`src/inc/ctm_defs.vh`:
```
// Constants for the compact timer: register layout, field positions and reset values
`ifndef CTM_DEFS_VH
`define CTM_DEFS_VH

// Register offsets (byte-wide registers, plain port)
`define CTM_OFS_CTRL0      3'h0
`define CTM_OFS_CTRL1      3'h1
`define CTM_OFS_CNT_LO     3'h2
`define CTM_OFS_CNT_HI     3'h3
`define CTM_OFS_CMPA_LO    3'h4
`define CTM_OFS_CMPA_HI    3'h5
`define CTM_OFS_FLAGS      3'h6

// Control 0 fields
`define CTM_C0_ON_BIT      3
`define CTM_C0_RP_LSB      0
`define CTM_C0_RP_MSB      2

// Control 1 fields
`define CTM_C1_MODE_LSB    6
`define CTM_C1_MODE_MSB    7
`define CTM_C1_IO_LSB      4
`define CTM_C1_IO_MSB      5
`define CTM_C1_OC_BIT      3
`define CTM_C1_POL_BIT     2
`define CTM_C1_DPX_BIT     1
`define CTM_C1_CCLR_BIT    0

// Flag register fields
`define CTM_FL_A_BIT       0
`define CTM_FL_P_BIT       1

// Mode encodings
`define CTM_MODE_CMP       2'h0
`define CTM_MODE_PWM       2'h2
`define CTM_MODE_TMR       2'h3

// Pin action encodings
`define CTM_IO_NONE        2'h0
`define CTM_IO_LOW         2'h1
`define CTM_IO_HIGH        2'h2
`define CTM_IO_TOGGLE      2'h3
`define CTM_IO_FORCE_OFF   2'h0
`define CTM_IO_FORCE_ON    2'h1
`define CTM_IO_PWM         2'h2

// Reset values and counter maximum
`define CTM_RST_CTRL       8'h00
`define CTM_RST_CNT        10'h000
`define CTM_CNT_MAX        10'h3ff

`endif

```
`src/core/ctm_timer.v`:
```
// Compact 10-bit timer with compare A / period P comparators and PWM
// Behaviour
// - output_invert set inverts the pin; no effect in timer/counter mode.
// - Swap 0: period bits give period, compare A duty; swap 1 exchanges.
// - clear_select 1 clears on A match; 0 clears on P match or overflow.
// - Overflow clearing applies with clear_select 0, whatever the period bits.
// - PWM mode ignores clear_select entirely.
// - Mode 00 compare output, 10 PWM, 11 timer/counter.
// - Compare mode, clear_select 0: A flag on A match, P flag on P match with period bits nonzero.
// - Compare mode, clear_select 1: only A flag, never P flag.
// - clear_select 1, compare A zero: counter wraps at 3FF, no A flag.
// - Compare mode: only A match changes the pin.
// - A match drives pin high, low, toggles, or none per pin action.
// - counter_on rising edge loads pin with initial_level.
// - Timer/counter mode counts and flags like compare mode, pin unused.
// - PWM mode sets A flag on A match, P flag on P match.
// - PWM: initial_level picks active level; pin action enables or forces.
// - Swap 0 period: 001..111 give 128..896 clocks, 000 gives 1024.
// - Duty at or above period holds output active all period.
// - Swap 1: compare A sets period, period bits give duty times 128.
// - PWM generation, clearing and flags continue while pin is forced.
// - Compare mode pin action: 00 none, 01 low, 10 high, 11 toggle.
// - PWM pin action: 00 inactive, 01 active, 10 waveform, 11 inactive.
// - counter_on rise zeroes counter; fall keeps its value.
// - P match when period bits equal counter bits 9 to 7.
`timescale 1ns/1ps
`include "ctm_defs.vh"

module ctm_timer (
   // Clock and reset
   input  wire       mclk,
   input  wire       rst,
   // Timer count enable, one pulse per selected timer clock
   input  wire       tick,
   // Register port
   input  wire [2:0] reg_addr,
   input  wire [7:0] reg_wdata,
   input  wire       reg_wr,
   input  wire       reg_rd,
   output reg  [7:0] reg_rdata,
   // Output pin
   output wire       timer_out_pin0,
   output wire       timer_out_pin1,
   output wire       timer_out_oe,
   // Match events
   output wire       match_a_flag,
   output wire       match_p_flag
);

   reg  [7:0] ctrl0_q;
   reg  [7:0] ctrl1_q;
   reg  [9:0] compare_a_value_q;
   reg  [9:0] count_q;
   reg  [9:0] count_d;
   reg        on_prev_q;
   reg        pin_q;
   reg        pin_d;
   reg        flag_a_q;
   reg        flag_p_q;
   reg        set_a;
   reg        set_p;
   reg        do_clear;
   reg        pwm_active;

   wire       counter_on       = ctrl0_q[`CTM_C0_ON_BIT];
   wire [2:0] period_bits      = ctrl0_q[`CTM_C0_RP_MSB:`CTM_C0_RP_LSB];
   wire [1:0] mode             = ctrl1_q[`CTM_C1_MODE_MSB:`CTM_C1_MODE_LSB];
   wire [1:0] pin_action       = ctrl1_q[`CTM_C1_IO_MSB:`CTM_C1_IO_LSB];
   wire       initial_level    = ctrl1_q[`CTM_C1_OC_BIT];
   wire       output_invert    = ctrl1_q[`CTM_C1_POL_BIT];
   wire       period_duty_swap = ctrl1_q[`CTM_C1_DPX_BIT];
   wire       clear_select     = ctrl1_q[`CTM_C1_CCLR_BIT];

   wire       is_cmp = (mode == `CTM_MODE_CMP);
   wire       is_pwm = (mode == `CTM_MODE_PWM);
   wire       is_tmr = (mode == `CTM_MODE_TMR);
   wire       on_rise = counter_on & ~on_prev_q;

   // Period bits as an 11-bit clock count, zero meaning the full 1024
   function [10:0] rp_count;
      input [2:0] rp;
      begin
         rp_count = (rp == 3'h0) ? 11'h400 : {1'b0, rp, 7'h00};
      end
   endfunction

   wire       match_a = (count_q == compare_a_value_q);
   wire       match_p = (count_q[9:7] == period_bits);
   wire       at_max  = (count_q == `CTM_CNT_MAX);
   // Counter is at the last clock of a period of n clocks
   wire [10:0] cnt_next  = {1'b0, count_q} + 11'h001;
   wire [10:0] p_len     = rp_count(period_bits);
   wire [10:0] a_len     = (compare_a_value_q == 10'h000) ? 11'h400 : {1'b0, compare_a_value_q};

   // Counter, clear and flag event logic
   always @* begin
      set_a      = 1'b0;
      set_p      = 1'b0;
      do_clear   = 1'b0;
      pwm_active = 1'b0;
      count_d    = count_q;
      if (is_pwm) begin
         // Comparator holding the period clears (P with swap 0, A with swap 1); clear_select not consulted here
         if (!period_duty_swap) begin
            do_clear   = (cnt_next == p_len);
            pwm_active = ({1'b0, compare_a_value_q} >= p_len) |
                         ({1'b0, count_q} < {1'b0, compare_a_value_q});
         end else begin
            do_clear   = (cnt_next == a_len);
            pwm_active = (p_len >= a_len) | ({1'b0, count_q} < p_len);
         end
         // The clearing comparator never sees its value, so its match is the period end
         if (!period_duty_swap) begin
            set_a = tick & counter_on & match_a;
            set_p = tick & counter_on & (cnt_next == p_len);
         end else begin
            set_a = tick & counter_on & (cnt_next == a_len);
            set_p = tick & counter_on & match_p;
         end
      end else if (is_cmp | is_tmr) begin
         if (clear_select) begin
            // A value of zero lets the counter run to 3FF with no flag
            set_a    = tick & counter_on & match_a & (compare_a_value_q != 10'h000);
            do_clear = match_a & (compare_a_value_q != 10'h000);
         end else begin
            set_a    = tick & counter_on & match_a;
            set_p    = tick & counter_on & match_p & (period_bits != 3'h0);
            do_clear = (match_p & (period_bits != 3'h0)) | at_max;
         end
      end
      if (tick & counter_on) begin
         if (do_clear)
            count_d = `CTM_RST_CNT;
         else
            count_d = cnt_next[9:0];
      end
      if (on_rise)
         count_d = `CTM_RST_CNT;
   end

   // Compare mode pin action on A match
   always @* begin
      pin_d = pin_q;
      if (on_rise) begin
         pin_d = initial_level;
      end else if (is_cmp & set_a) begin
         case (pin_action)
            `CTM_IO_LOW:    pin_d = 1'b0;
            `CTM_IO_HIGH:   pin_d = 1'b1;
            `CTM_IO_TOGGLE: pin_d = ~pin_q;
            default:        pin_d = pin_q;
         endcase
      end
   end

   // Pin level before polarity
   reg pin_raw;
   always @* begin
      pin_raw = pin_q;
      if (is_pwm) begin
         case (pin_action)
            `CTM_IO_FORCE_OFF: pin_raw = ~initial_level;
            `CTM_IO_FORCE_ON:  pin_raw = initial_level;
            `CTM_IO_PWM:       pin_raw = pwm_active ? initial_level : ~initial_level;
            default:           pin_raw = ~initial_level;
         endcase
      end
   end

   reg pin_out_q;
   assign timer_out_pin0 = pin_out_q;
   assign timer_out_pin1 = pin_out_q;
   assign timer_out_oe   = ~is_tmr;
   assign match_a_flag   = flag_a_q;
   assign match_p_flag   = flag_p_q;

   always @(posedge mclk or posedge rst) begin
      if (rst) begin
         ctrl0_q           <= `CTM_RST_CTRL;
         ctrl1_q           <= `CTM_RST_CTRL;
         compare_a_value_q <= `CTM_RST_CNT;
         count_q           <= `CTM_RST_CNT;
         on_prev_q         <= 1'b0;
         pin_q             <= 1'b0;
         pin_out_q         <= 1'b0;
         flag_a_q          <= 1'b0;
         flag_p_q          <= 1'b0;
         reg_rdata         <= 8'h00;
      end else begin
         on_prev_q <= counter_on;
         count_q   <= count_d;
         pin_q     <= pin_d;
         // Polarity only matters where the pin is driven
         pin_out_q <= is_tmr ? 1'b0 : (pin_raw ^ output_invert);
         // Hardware set wins over a software clear in the same cycle
         if (reg_wr && reg_addr == `CTM_OFS_FLAGS) begin
            flag_a_q <= set_a | (flag_a_q & ~reg_wdata[`CTM_FL_A_BIT]);
            flag_p_q <= set_p | (flag_p_q & ~reg_wdata[`CTM_FL_P_BIT]);
         end else begin
            flag_a_q <= flag_a_q | set_a;
            flag_p_q <= flag_p_q | set_p;
         end
         if (reg_wr) begin
            case (reg_addr)
               `CTM_OFS_CTRL0:   ctrl0_q <= reg_wdata;
               `CTM_OFS_CTRL1:   ctrl1_q <= reg_wdata;
               `CTM_OFS_CMPA_LO: compare_a_value_q[7:0] <= reg_wdata;
               `CTM_OFS_CMPA_HI: compare_a_value_q[9:8] <= reg_wdata[1:0];
               default: ;
            endcase
         end
         reg_rdata <= 8'h00;
         if (reg_rd) begin
            case (reg_addr)
               `CTM_OFS_CTRL0:   reg_rdata <= ctrl0_q;
               `CTM_OFS_CTRL1:   reg_rdata <= ctrl1_q;
               `CTM_OFS_CNT_LO:  reg_rdata <= count_q[7:0];
               `CTM_OFS_CNT_HI:  reg_rdata <= {6'h00, count_q[9:8]};
               `CTM_OFS_CMPA_LO: reg_rdata <= compare_a_value_q[7:0];
               `CTM_OFS_CMPA_HI: reg_rdata <= {6'h00, compare_a_value_q[9:8]};
               `CTM_OFS_FLAGS:   reg_rdata <= {6'h00, flag_p_q, flag_a_q};
               default:          reg_rdata <= 8'h00;
            endcase
         end
      end
   end

endmodule // ctm_timer

```
`config.mk`:
```
export PLATFORM = sky130hd
export DESIGN_NAME = ctm_timer
export DESIGN_NICKNAME = d
export VERILOG_FILES = /design/src/core/ctm_timer.v
export VERILOG_INCLUDE_DIRS = /design/src /design/src/inc
export SDC_FILE = /design/constraint.sdc
export NUM_CORES = 1
export LEC_CHECK = 0
export ABC_AREA = 1
export BUFFER_PORTS_ARGS = -buffer_cell sky130_fd_sc_hd__buf_2
export CORE_MARGIN = 5
export CORE_UTILIZATION = 45
export DETAILED_ROUTE_END_ITERATION = 8
export HOLD_SLACK_MARGIN = 0.03
export PLACE_DENSITY = 0.66
export SYNTH_ARGS = -nofsm -noshare
export SYNTH_HDL_FRONTEND = slang
export SYNTH_SLANG_ARGS = --single-unit
export TNS_END_PERCENT = 100
```
`constraint.sdc`:
```
create_clock -name mclk -period 5.3 [get_ports mclk]
set_input_delay 0.53 -clock mclk [delete_from_list [all_inputs] [get_ports mclk]]
set_output_delay 0.53 -clock mclk [all_outputs]
set_load 0.03 [all_outputs]
```
# Word level (Yosys, flattened, before mapping)
# Index checks and enable logic that the tools add are counted.
# word_totals
wordCells,105
regBits,49
# op_classes
order_cmp,4
n_reduce_logical,15
muxes,30
bitwise,28
add_sub_neg,1
n_eq_ne,16
# op_table
operator,count
$pmux 8 s7,1
$mux 10,3
$eq 11x11->1,2
$mux 11,2
$mux 1,21
$and 1x1->1,13
$add 10x1->11 const B,1
$ge 10x11->1,1
$ge 11x11->1,1
$lt 10x11->1,1
$eq 10x10->1,1
$eq 10x10->1 const B,1
$logic_not 10->1,1
$lt 10x10->1,1
$reduce_and 2->1,5
$reduce_bool 10->1,1
$eq 3x3->1 const B,3
$eq 2x2->1 const B,4
$mux 8,1
$or 1x1->1,8
$eq 3x2->1 const B,2
$logic_not 3->1,2
$not 1->1,6
$reduce_bool 2->1,2
10 further kinds,10

# Longest topological paths before layout
# Gate-level depths: netlist (run 1).
# logic_depth
word_depth,11
ltp_mapped,18

# Worst setup path before layout (run 1)
# No wires, ideal clock.
# synth_timing
path_kind,reg-to-reg
startpoint,register compare_a_value_q[5]
endpoint,"register pin_out_q, in the netlist timer_out_pin0"
stages_incl_launch_ff,17
t_required_ps,5181
setup_ps,119
setup_slack_ps,3275
period_less_slack_ps,2025
t_arrival_ps,1906
cell_sequence,dfrtp_1 -> inv_1 -> nand3_1 -> nand3b_1 -> ha_1 -> nand2_1 -> inv_1 -> a21oi_1 -> nand4_1 -> nand2_1 -> inv_1 -> nand3_1 -> nand3_1 -> nand2_1 -> nand2_1 -> a21oi_1 -> nor2_1
# synth_via
elab_chain_len,11
elab_cells_between_ends,14
cone_classes,order compare: 3; mux: 7; bitwise: 3; reduce/logical: 1
# synth_lines
item,line,source
from (decl),ctm_timer.v:52,reg [9:0] compare_a_value_q;
from (signal assigned),ctm_timer.v:181,compare_a_value_q <= `CTM_RST_CNT;
from (signal assigned),ctm_timer.v:207,`CTM_OFS_CMPA_LO: compare_a_value_q[7:0] <= reg_wdata;
$logic_not 10->1,ctm_timer.v:93,"wire [10:0] a_len = (compare_a_value_q == 10'h000) ? 11'h400 : {1'b0, compare_a_value_q};"
$mux 11,ctm_timer.v:93,
$ge 11x11->1,ctm_timer.v:110,"pwm_active = (p_len >= a_len) | ({1'b0, count_q} < p_len);"
$or 1x1->1,ctm_timer.v:110,
$mux 1 (*),ctm_timer.v:104,if (!period_duty_swap) begin
$mux 1 (*),ctm_timer.v:102,if (is_pwm) begin
$mux 1 (*),ctm_timer.v:164,`CTM_IO_PWM: pin_raw = pwm_active ? initial_level : ~initial_level;
$pmux 1 s2 (*),ctm_timer.v:161,case (pin_action)
$mux 1 (*),ctm_timer.v:160,if (is_pwm) begin
$xor 1x1->1 (*),ctm_timer.v:194,pin_out_q <= is_tmr ? 1'b0 : (pin_raw ^ output_invert);
$mux 1 (*),ctm_timer.v:194,
to (signal assigned),ctm_timer.v:194,
to (decl),ctm_timer.v:170,reg pin_out_q;
# Every way passes the cells marked *; elsewhere a longest branch is shown, timed or not.
# A chain may end at the register's enable or synchronous reset.

# Final worst setup path (run 1)
# layout_timing
startpoint,register compare_a_value_q[0]
endpoint,"register pin_out_q, in the netlist timer_out_pin0"
# The elaborated chain is that of the path after synthesis.

==> implementation parameters, run 1 <==
Parameter                              Value

Synth
  Area share of the largest cell type after synthesis    0.3537
  Synthesis warning total    0
  Fraction of the yosys area taken by sequential cells    0.3537
  Cell area after technology mapping    3467 um^2
  Synth top area cells    dfrtp_1 35%, nand2_1 13%, ha_1 9.7%
  Post-synthesis average cell area    7.345 um^2
  Synth cell types    32
  Top cell type by total area after synthesis    dfrtp_1
  Register bit total from synthesis    just under 50
  Gate count after technology mapping    between 400 and 500
  Post-Syn Nets    515

STA
  Max Freq    411.2 MHz
  Setup tns final    0 ps
  Setup WS post-layout    2868 ps
  Final Cycle Share    0.4588
  Fin Clk Skew    4.719 ps
  Unrepaired setup endpoints after global routing    false
  Hold Vio Cnt, Final    0
  Number of setup violations in the final report    0
  Final worst path period need    2432 ps
  Final Max Slew Viols    0
  Relative slew margins    0.3108
  Transition time of the tightest slew-check pin    between 1000 and 1500 ps

Clocking
  TritonCTS buffer count    5
  TritonCTS sink count    just under 50
  Clock latency reported for the late side of the worst-skew pair    310 ps
  Buffers from clock root to sink, at most    2
  Worst-path clk slew    100 ps
  Number of setup buffers added after CTS    0
  Hold bufs inserted after CTS    0
  Clock tree from TritonCTS    built
  Cell at the root of the clock tree    clkbuf_8
  CTS H-tree lvls    2
  Post-cts sizing count    0

Placed design
  Half-perimeter wire length after placement    7.614 mm
  Routability congestion estimate    0.9364
  PortBufs    28
  Standard cell area after detailed placement    approximately 3700 um^2
  Placement Setup Slack    2900 ps

Pwr
  Areal power density over the cells    314.0 nW/um^2
  Power consumption    around 1200 uW
  Maximum VDD drop    0.2115 mV
  Static Leakage    ~0.0019 uW

Min path
  Hold WC Path Type    input pin to async pin

Die
  X dimension of the die    roughly 98 um
  Initial Utilization    0.4558
  Core Rows    32
  Number of top-level design ports    29
  Total Die Area    about 9600 um^2
  Height of the chip    97.78 um
  Placeable core area    7607 um^2

Final layout
  Final non-filler cell area    between 3000 and 4000 um^2
  Diode count    0
  NumNets Final    541
  Post-layout utilization of the core    0.5013
  FILL cells    804
  Layout-stage area growth over the synthesis result    9.996%
  Most common cell after layout, fill and taps aside    nand2_1
  Most frequent cells in the layout    118 x nand2_1, 67 x inv_1, 49 x dfrtp_1, 38 x nor2_1, 34 x nand3_1
  Fraction of final layout cells with drive strength greater than 1    0.1463

Global route
  Antenna violations before repair    0
  Total congestion overflow after global routing    0
  Wire length of the first global-routing pass    between 15 and 20 mm
  Maximum number of pins on one net before global-route repair    50
  Vias in the first global route    3016
  Aggregate global-route resource usage    0.2056

Setup path
  Nature of the critical path startpoint    flop
  Data arrival time of the critical path    2630 ps
  Required time of the worst setup path    5500 ps
  Worst-path cell with the longest stage delay    dfrtp_1
  Largest incremental delay on the critical path    500 ps
  Most Frequent Cell on Critical Path    nand2_1
  Cell-by-cell listing of the critical path    inv_2 > nand2_1 > nor2_1 > nand3b_1 > ha_1 > nand2_1 > inv_1 > a21oi_1 > nand4_1 > nand2_1 > inv_1 > nand3_1 > nand3_1 > nand2_1 > nand2_1 > a21oi_1 > nor2_1
  Endpoint class of the critical path    flop
  Crit-path max FO    6
  Worst Setup Path Type    flop to flop

Detailed routing
  Per-cell routed wire length    around 16 um
  Vias per std cell    5.316
  Number of vias in the routed layout    roughly 3200
  Violation count after the first detailed-routing iteration    about 190
  Antenna-violating nets left    0
  Final wirelength    9.579 mm
  Remaining DRCs    0
  Detailed-routing iteration count for the pre-antenna-repair pass    4

Run status
  Status    finished clean

Run
  Maximum capacitance violations    0
sequential cells by signal (all words and copies together), names as in the netlist:
name and flops:
match_p_flag 1, count_q 10, match_a_flag 1, reg_rdata 8
timer_out_pin0 1, ctrl1_q 8, on_prev_q 1, ctrl0_q 8
pin_q 1, compare_a_value_q 10
synthesized netlist by cell type:
cell type    n
dfrtp_1     49
nor3_1       7
nor2_4       4
inv_2        7
o21ai_1      5
nand3b_1     1
o22ai_1      8
a21boi_0     1
xnor2_1      2
inv_1       68
clkinv_1     2
nor2_1      38
a2111oi_0    1
a21oi_1     10
nor3_2       2
a21o_1       1
a221oi_1     8
a22o_1       1
clkbuf_1     8
nand3_2      1
xor2_1       6
o21ai_2     12
nand2_1    118
ha_1        27
nand4_1      8
buf_4        1
o21ai_0     32
nand2_4      2
nor2_2       1
nand2_2      6
nand3_1     34
xnor3_2      1
area by class of cell:
class                   instances  area, um^2  area share
repair buffers                 28       140.1     0.03675
well taps                     102       127.6     0.03346
clock inverters                 3       47.55     0.01247
multi-input cells             337        1914      0.5020
clock buffers                   5       68.82     0.01804
inverters                      77       289.0     0.07579
flip-flops and latches         49        1226      0.3215
stage by stage:
stage               hold WS (ps)  cells
finish                     461.8    601
global route               491.7    601
CTS                        476.3    601
detailed placement         453.0    593
global placement           467.5    593
floorplan                  413.2    472
path summary, 6_finish.rpt:
| check | start | to | slack (ps) | depth (start not counted) |
|---|---|---|---|---|
| max | compare_a_value_q[0] | timer_out_pin0 | 2870 | 17 |
| min | rst | reg_rdata[5] | 460 | 2 |
| max reg2reg | compare_a_value_q[0] | timer_out_pin0 | 2870 | 17 |
| min reg2reg | ctrl0_q[3] | on_prev_q | 480 | 0 |
| max in group asynchronous | rst | compare_a_value_q[9] | 4210 | 2 |
| min in group mclk | ctrl0_q[3] | on_prev_q | 480 | 0 |
critical path: cells and delay by family (launching register included):
kind | cells | cell delay [ps]
fa+ha+maj | 1 | 340
compound gates | 2 | 270
buf+inv | 3 | 170
flops | 1 | 500
simple gates | 11 | 1040
report_power, final:
group	switching [uW]	internal, uW	leakage (uW)
Clock	143	144	0.0000591
Sequential	71.0	430	0.000640
Combinational	271	138	0.00122
Total	484	713	0.00192
cell families after synthesis:
| kind of cell | share of synthesized area |
|---|---|
| buffers and inverters | 0.09419 |
| adder cells (fa/ha/maj) | 0.09744 |
| AO/OA/AOI/OAI | 0.1422 |
| flip-flops | 0.3537 |
| AND/OR/NAND/NOR | 0.2855 |
| XOR/XNOR | 0.02707 |
routing by layer:
metal	vias to the layer above	routed length [um]	share of wire	track usage
met5	-	0	0	0
met4	0	115	0.012	0.04473
met3	9	461	0.048	0.03714
met2	84	4490	0.47	0.3379
met1	1520	4511	0.47	0.2846
li1	1582	-	-	-
Note: power is estimated with default switching activity, not from simulation.
==> inputs of run 2 (changes only) <==
--- a/config.mk
+++ b/config.mk
@@ -6,13 +6,13 @@
 export SDC_FILE = /design/constraint.sdc
 export NUM_CORES = 1
 export LEC_CHECK = 0
-export ABC_AREA = 1
+export ABC_AREA = 0
 export BUFFER_PORTS_ARGS = -buffer_cell sky130_fd_sc_hd__buf_2
 export CORE_MARGIN = 5
 export CORE_UTILIZATION = 45
 export DETAILED_ROUTE_END_ITERATION = 8
 export HOLD_SLACK_MARGIN = 0.03
-export PLACE_DENSITY = 0.66
+export PLACE_DENSITY = 0.68
 export SYNTH_ARGS = -nofsm -noshare
 export SYNTH_HDL_FRONTEND = slang
 export SYNTH_SLANG_ARGS = --single-unit
==> constraint.sdc (replaced) <==
create_clock -name mclk -period 2.1 [get_ports mclk]
set_input_delay 0.21 -clock mclk [delete_from_list [all_inputs] [get_ports mclk]]
set_output_delay 0.21 -clock mclk [all_outputs]
set_load 0.03 [all_outputs]
==> run 2 against run 1 <==
The flow now finishes with violations (negative setup slack). First-iteration DRC count is 26% higher. Sequential share of layout area decreased by 6.8 points. Combinational power rose to 4.2 times the previous value. Critical path type unchanged.
==> implementation parameters, run 2 <==
Parameter                              Value

Run status
  Status    finished, violations left
  Failing checks    negative setup slack

STA
  Number of setup violations in the final report    13
  Unrepaired setup endpoints after global routing    true
  Final worst path period need    2391 ps
  Setup tns final    -2886 ps
  Max Freq    418.3 MHz
  Fin Clk Skew    about 12 ps
  Final Cycle Share    1.138
  Setup WS post-layout    -290.6 ps
  Final Max Slew Viols    0
  Hold Vio Cnt, Final    0
  Relative slew margins    0.6335
  Transition time of the tightest slew-check pin    548.9 ps
  Final hold slack    161.6 ps

Die
  Placeable core area    8093 um^2
  Number of top-level design ports    29
  Initial Utilization    0.4556
  X dimension of the die    ~100 um
  Total Die Area    approximately 10000 um^2
  Height of the chip    100.5 um
  Core Rows    33

Final layout
  Layout-stage area growth over the synthesis result    32.64%
  Most common cell after layout, fill and taps aside    buf_4
  FILL cells    710
  NumNets Final    544
  Post-layout utilization of the core    0.6044
  Most frequent cells in the layout    90 x buf_4, 39 x dfrtp_1, 31 x inv_1, 29 x o21ai_0, 28 x buf_2
  Fraction of final layout cells with drive strength greater than 1    0.4004
  Diode count    0
  Area taken by multi-input logic gates    2417 um^2
  Leading registers by flop count    compare_a_value_q (10), count_q (10)
  Final non-filler cell area    4891 um^2
  Area taken by flip-flops and latches    approximately 1200 um^2

Synth
  Most instantiated library cell after synthesis    dfrtp_1
  Post-Syn Nets    446
  Register bit total from synthesis    49
  Most common library cells after synthesis    49 x dfrtp_1, 32 x inv_1, 32 x o21ai_0
  Area share of the largest cell type after synthesis    0.3325
  Gate count after technology mapping    403
  Fraction of the yosys area taken by sequential cells    0.3325
  Synth top area cells    dfrtp_1 33%, ha_1 9.2%, o21ai_0 4.3%
  Post-synthesis average cell area    slightly above 9 um^2
  Count of flip-flops with a built-in enable after synthesis    0
  Top cell type by total area after synthesis    dfrtp_1
  Synthesis warning total    0
  Cell area after technology mapping    3687 um^2
  Most used DFF post-synth    dfrtp_1
  Async S/R FF share, synth    1.000
  Synth cell types    64

Clocking
  Cell at the root of the clock tree    clkbuf_8
  TritonCTS sink count    49
  CTS H-tree lvls    2
  Clock tree from TritonCTS    built
  TritonCTS buffer count    5
  Clock latency reported for the late side of the worst-skew pair    300 ps
  Worst-path clk slew    90 ps
  Buffers from clock root to sink, at most    2

Pwr
  Static Leakage    0.002243 uW
  Maximum VDD drop    0.4864 mV
  Areal power density over the cells    736.5 nW/um^2

Setup path
  Data arrival time of the critical path    2580 ps
  Cell-by-cell listing of the critical path    nor4_4 > nand3_2 > ha_4 > a2111oi_4 > o221ai_2 > o211a_1 > a211oi_2 > mux2_4
  Worst-path cell with the longest stage delay    dfrtp_2
  Crit-path max FO    3
  Nature of the critical path startpoint    flop
  Largest incremental delay on the critical path    460 ps
  Worst Setup Path Type    flop to flop
  Required time of the worst setup path    2290 ps
  Endpoint class of the critical path    flop

Detailed routing
  Per-cell routed wire length    around 18 um
  Detailed-routing iteration count for the pre-antenna-repair pass    4
  Number of vias in the routed layout    3548
  Final wirelength    11.12 mm
  Antenna-violating nets left    0
  Violation count after the first detailed-routing iteration    approximately 240
  Vias per std cell    5.845
  Remaining DRCs    0

Global route
  Antenna violations before repair    0
  Maximum number of pins on one net before global-route repair    28
  Aggregate global-route resource usage    0.2246
  Total congestion overflow after global routing    0
  Wire length of the first global-routing pass    17.91 mm
  Vias in the first global route    3479

Run
  Maximum capacitance violations    0

Min path
  Hold WC Path Type    input pin to flop

Placed design
  Half-perimeter wire length after placement    8.543 mm
  Standard cell area after detailed placement    4563 um^2
  Placement Setup Slack    -398.6 ps
  Routability congestion estimate    slightly above 0.9
  PortBufs    28
[run 2: report_power, final]
| group | total, uW | switching (uW) | leakage, uW | internal [uW] |
|---|---|---|---|---|
| logic | 1720 | 891 | 0.00159 | 833 |
| registers | 1300 | 191 | 0.000610 | 1110 |
| clock network | 574 | 335 | 0.0000456 | 239 |
| total | 3600 | 1420 | 0.00224 | 2180 |
[run 2: kinds of logic after synthesis]
group	share of synthesized area
AO/OA/AOI/OAI	0.2046
XOR/XNOR	0.03529
adder cells (fa/ha/maj)	0.09162
buffers and inverters	0.08144
flip-flops	0.3325
multiplexers	0.07940
AND/OR/NAND/NOR	0.1751
[run 2: final timing paths]
check / start / endpoint / slack [ps] / depth (start not counted)
worst min register to register: ctrl0_q[4] / ctrl0_q[4] / 520 / 1
min in group asynchronous: rst / count_q[1] / 490 / 3
worst min-delay path: reg_wdata[7] / ctrl1_q[7] / 160 / 3
worst max register to register: compare_a_value_q[6] / timer_out_pin0 / -290 / 8
max in group asynchronous: rst / compare_a_value_q[9] / 1050 / 4
worst max-delay path: compare_a_value_q[6] / timer_out_pin0 / -290 / 8
[run 2: metal layers]
layer  GRT usage  share of wire  up-vias
li1            -              -     1671
met4     0.03316          0.013        0
met5           0              0        -
met2      0.3787           0.49      107
met1      0.3150           0.45     1754
met3     0.02976          0.047       16
[run 2: layout make-up]
class / instances / share of cell area
Inverter: 32 / 0.02456
Timing Repair Buffer: 123 / 0.1834
Multi-Input combinational cell: 290 / 0.4942
Clock buffer: 6 / 0.01484
Tap cell: 105 / 0.02686
Clock inverter: 2 / 0.002814
Sequential cell: 49 / 0.2533
[run 2: stage by stage]
| stage | total power [uW] | std cells |
|---|---|---|
| finish | 3602 | 607 |
| global route | 3819 | 607 |
| CTS | 3555 | 604 |
| detailed placement | 2900 | 588 |
| global placement | 2851 | 588 |
| floorplan | 2251 | 403 |
[run 2: timing repair]
| action | 4_1_cts | 5_1_grt |
|---|---|---|
| gates resized for setup | 22 | 14 |
| hold endpoints to repair | 22 | 0 |
| gates cloned | 0 | 0 |
| hold buffers | 1 | 0 |
| setup buffers | 7 | 3 |
| endpoints found under the setup margin | 13 | 14 |
| pin swaps | 11 | 6 |
[run 2: worst max-delay path, delay by kind of cell (launching register included)]
family                   cells  cell delay, ps
AND/OR/NAND/NOR              2             470
flip-flops                   1             460
multiplexers                 1             320
adder cells (fa/ha/maj)      1             250
AO/OA/AOI/OAI                4             790
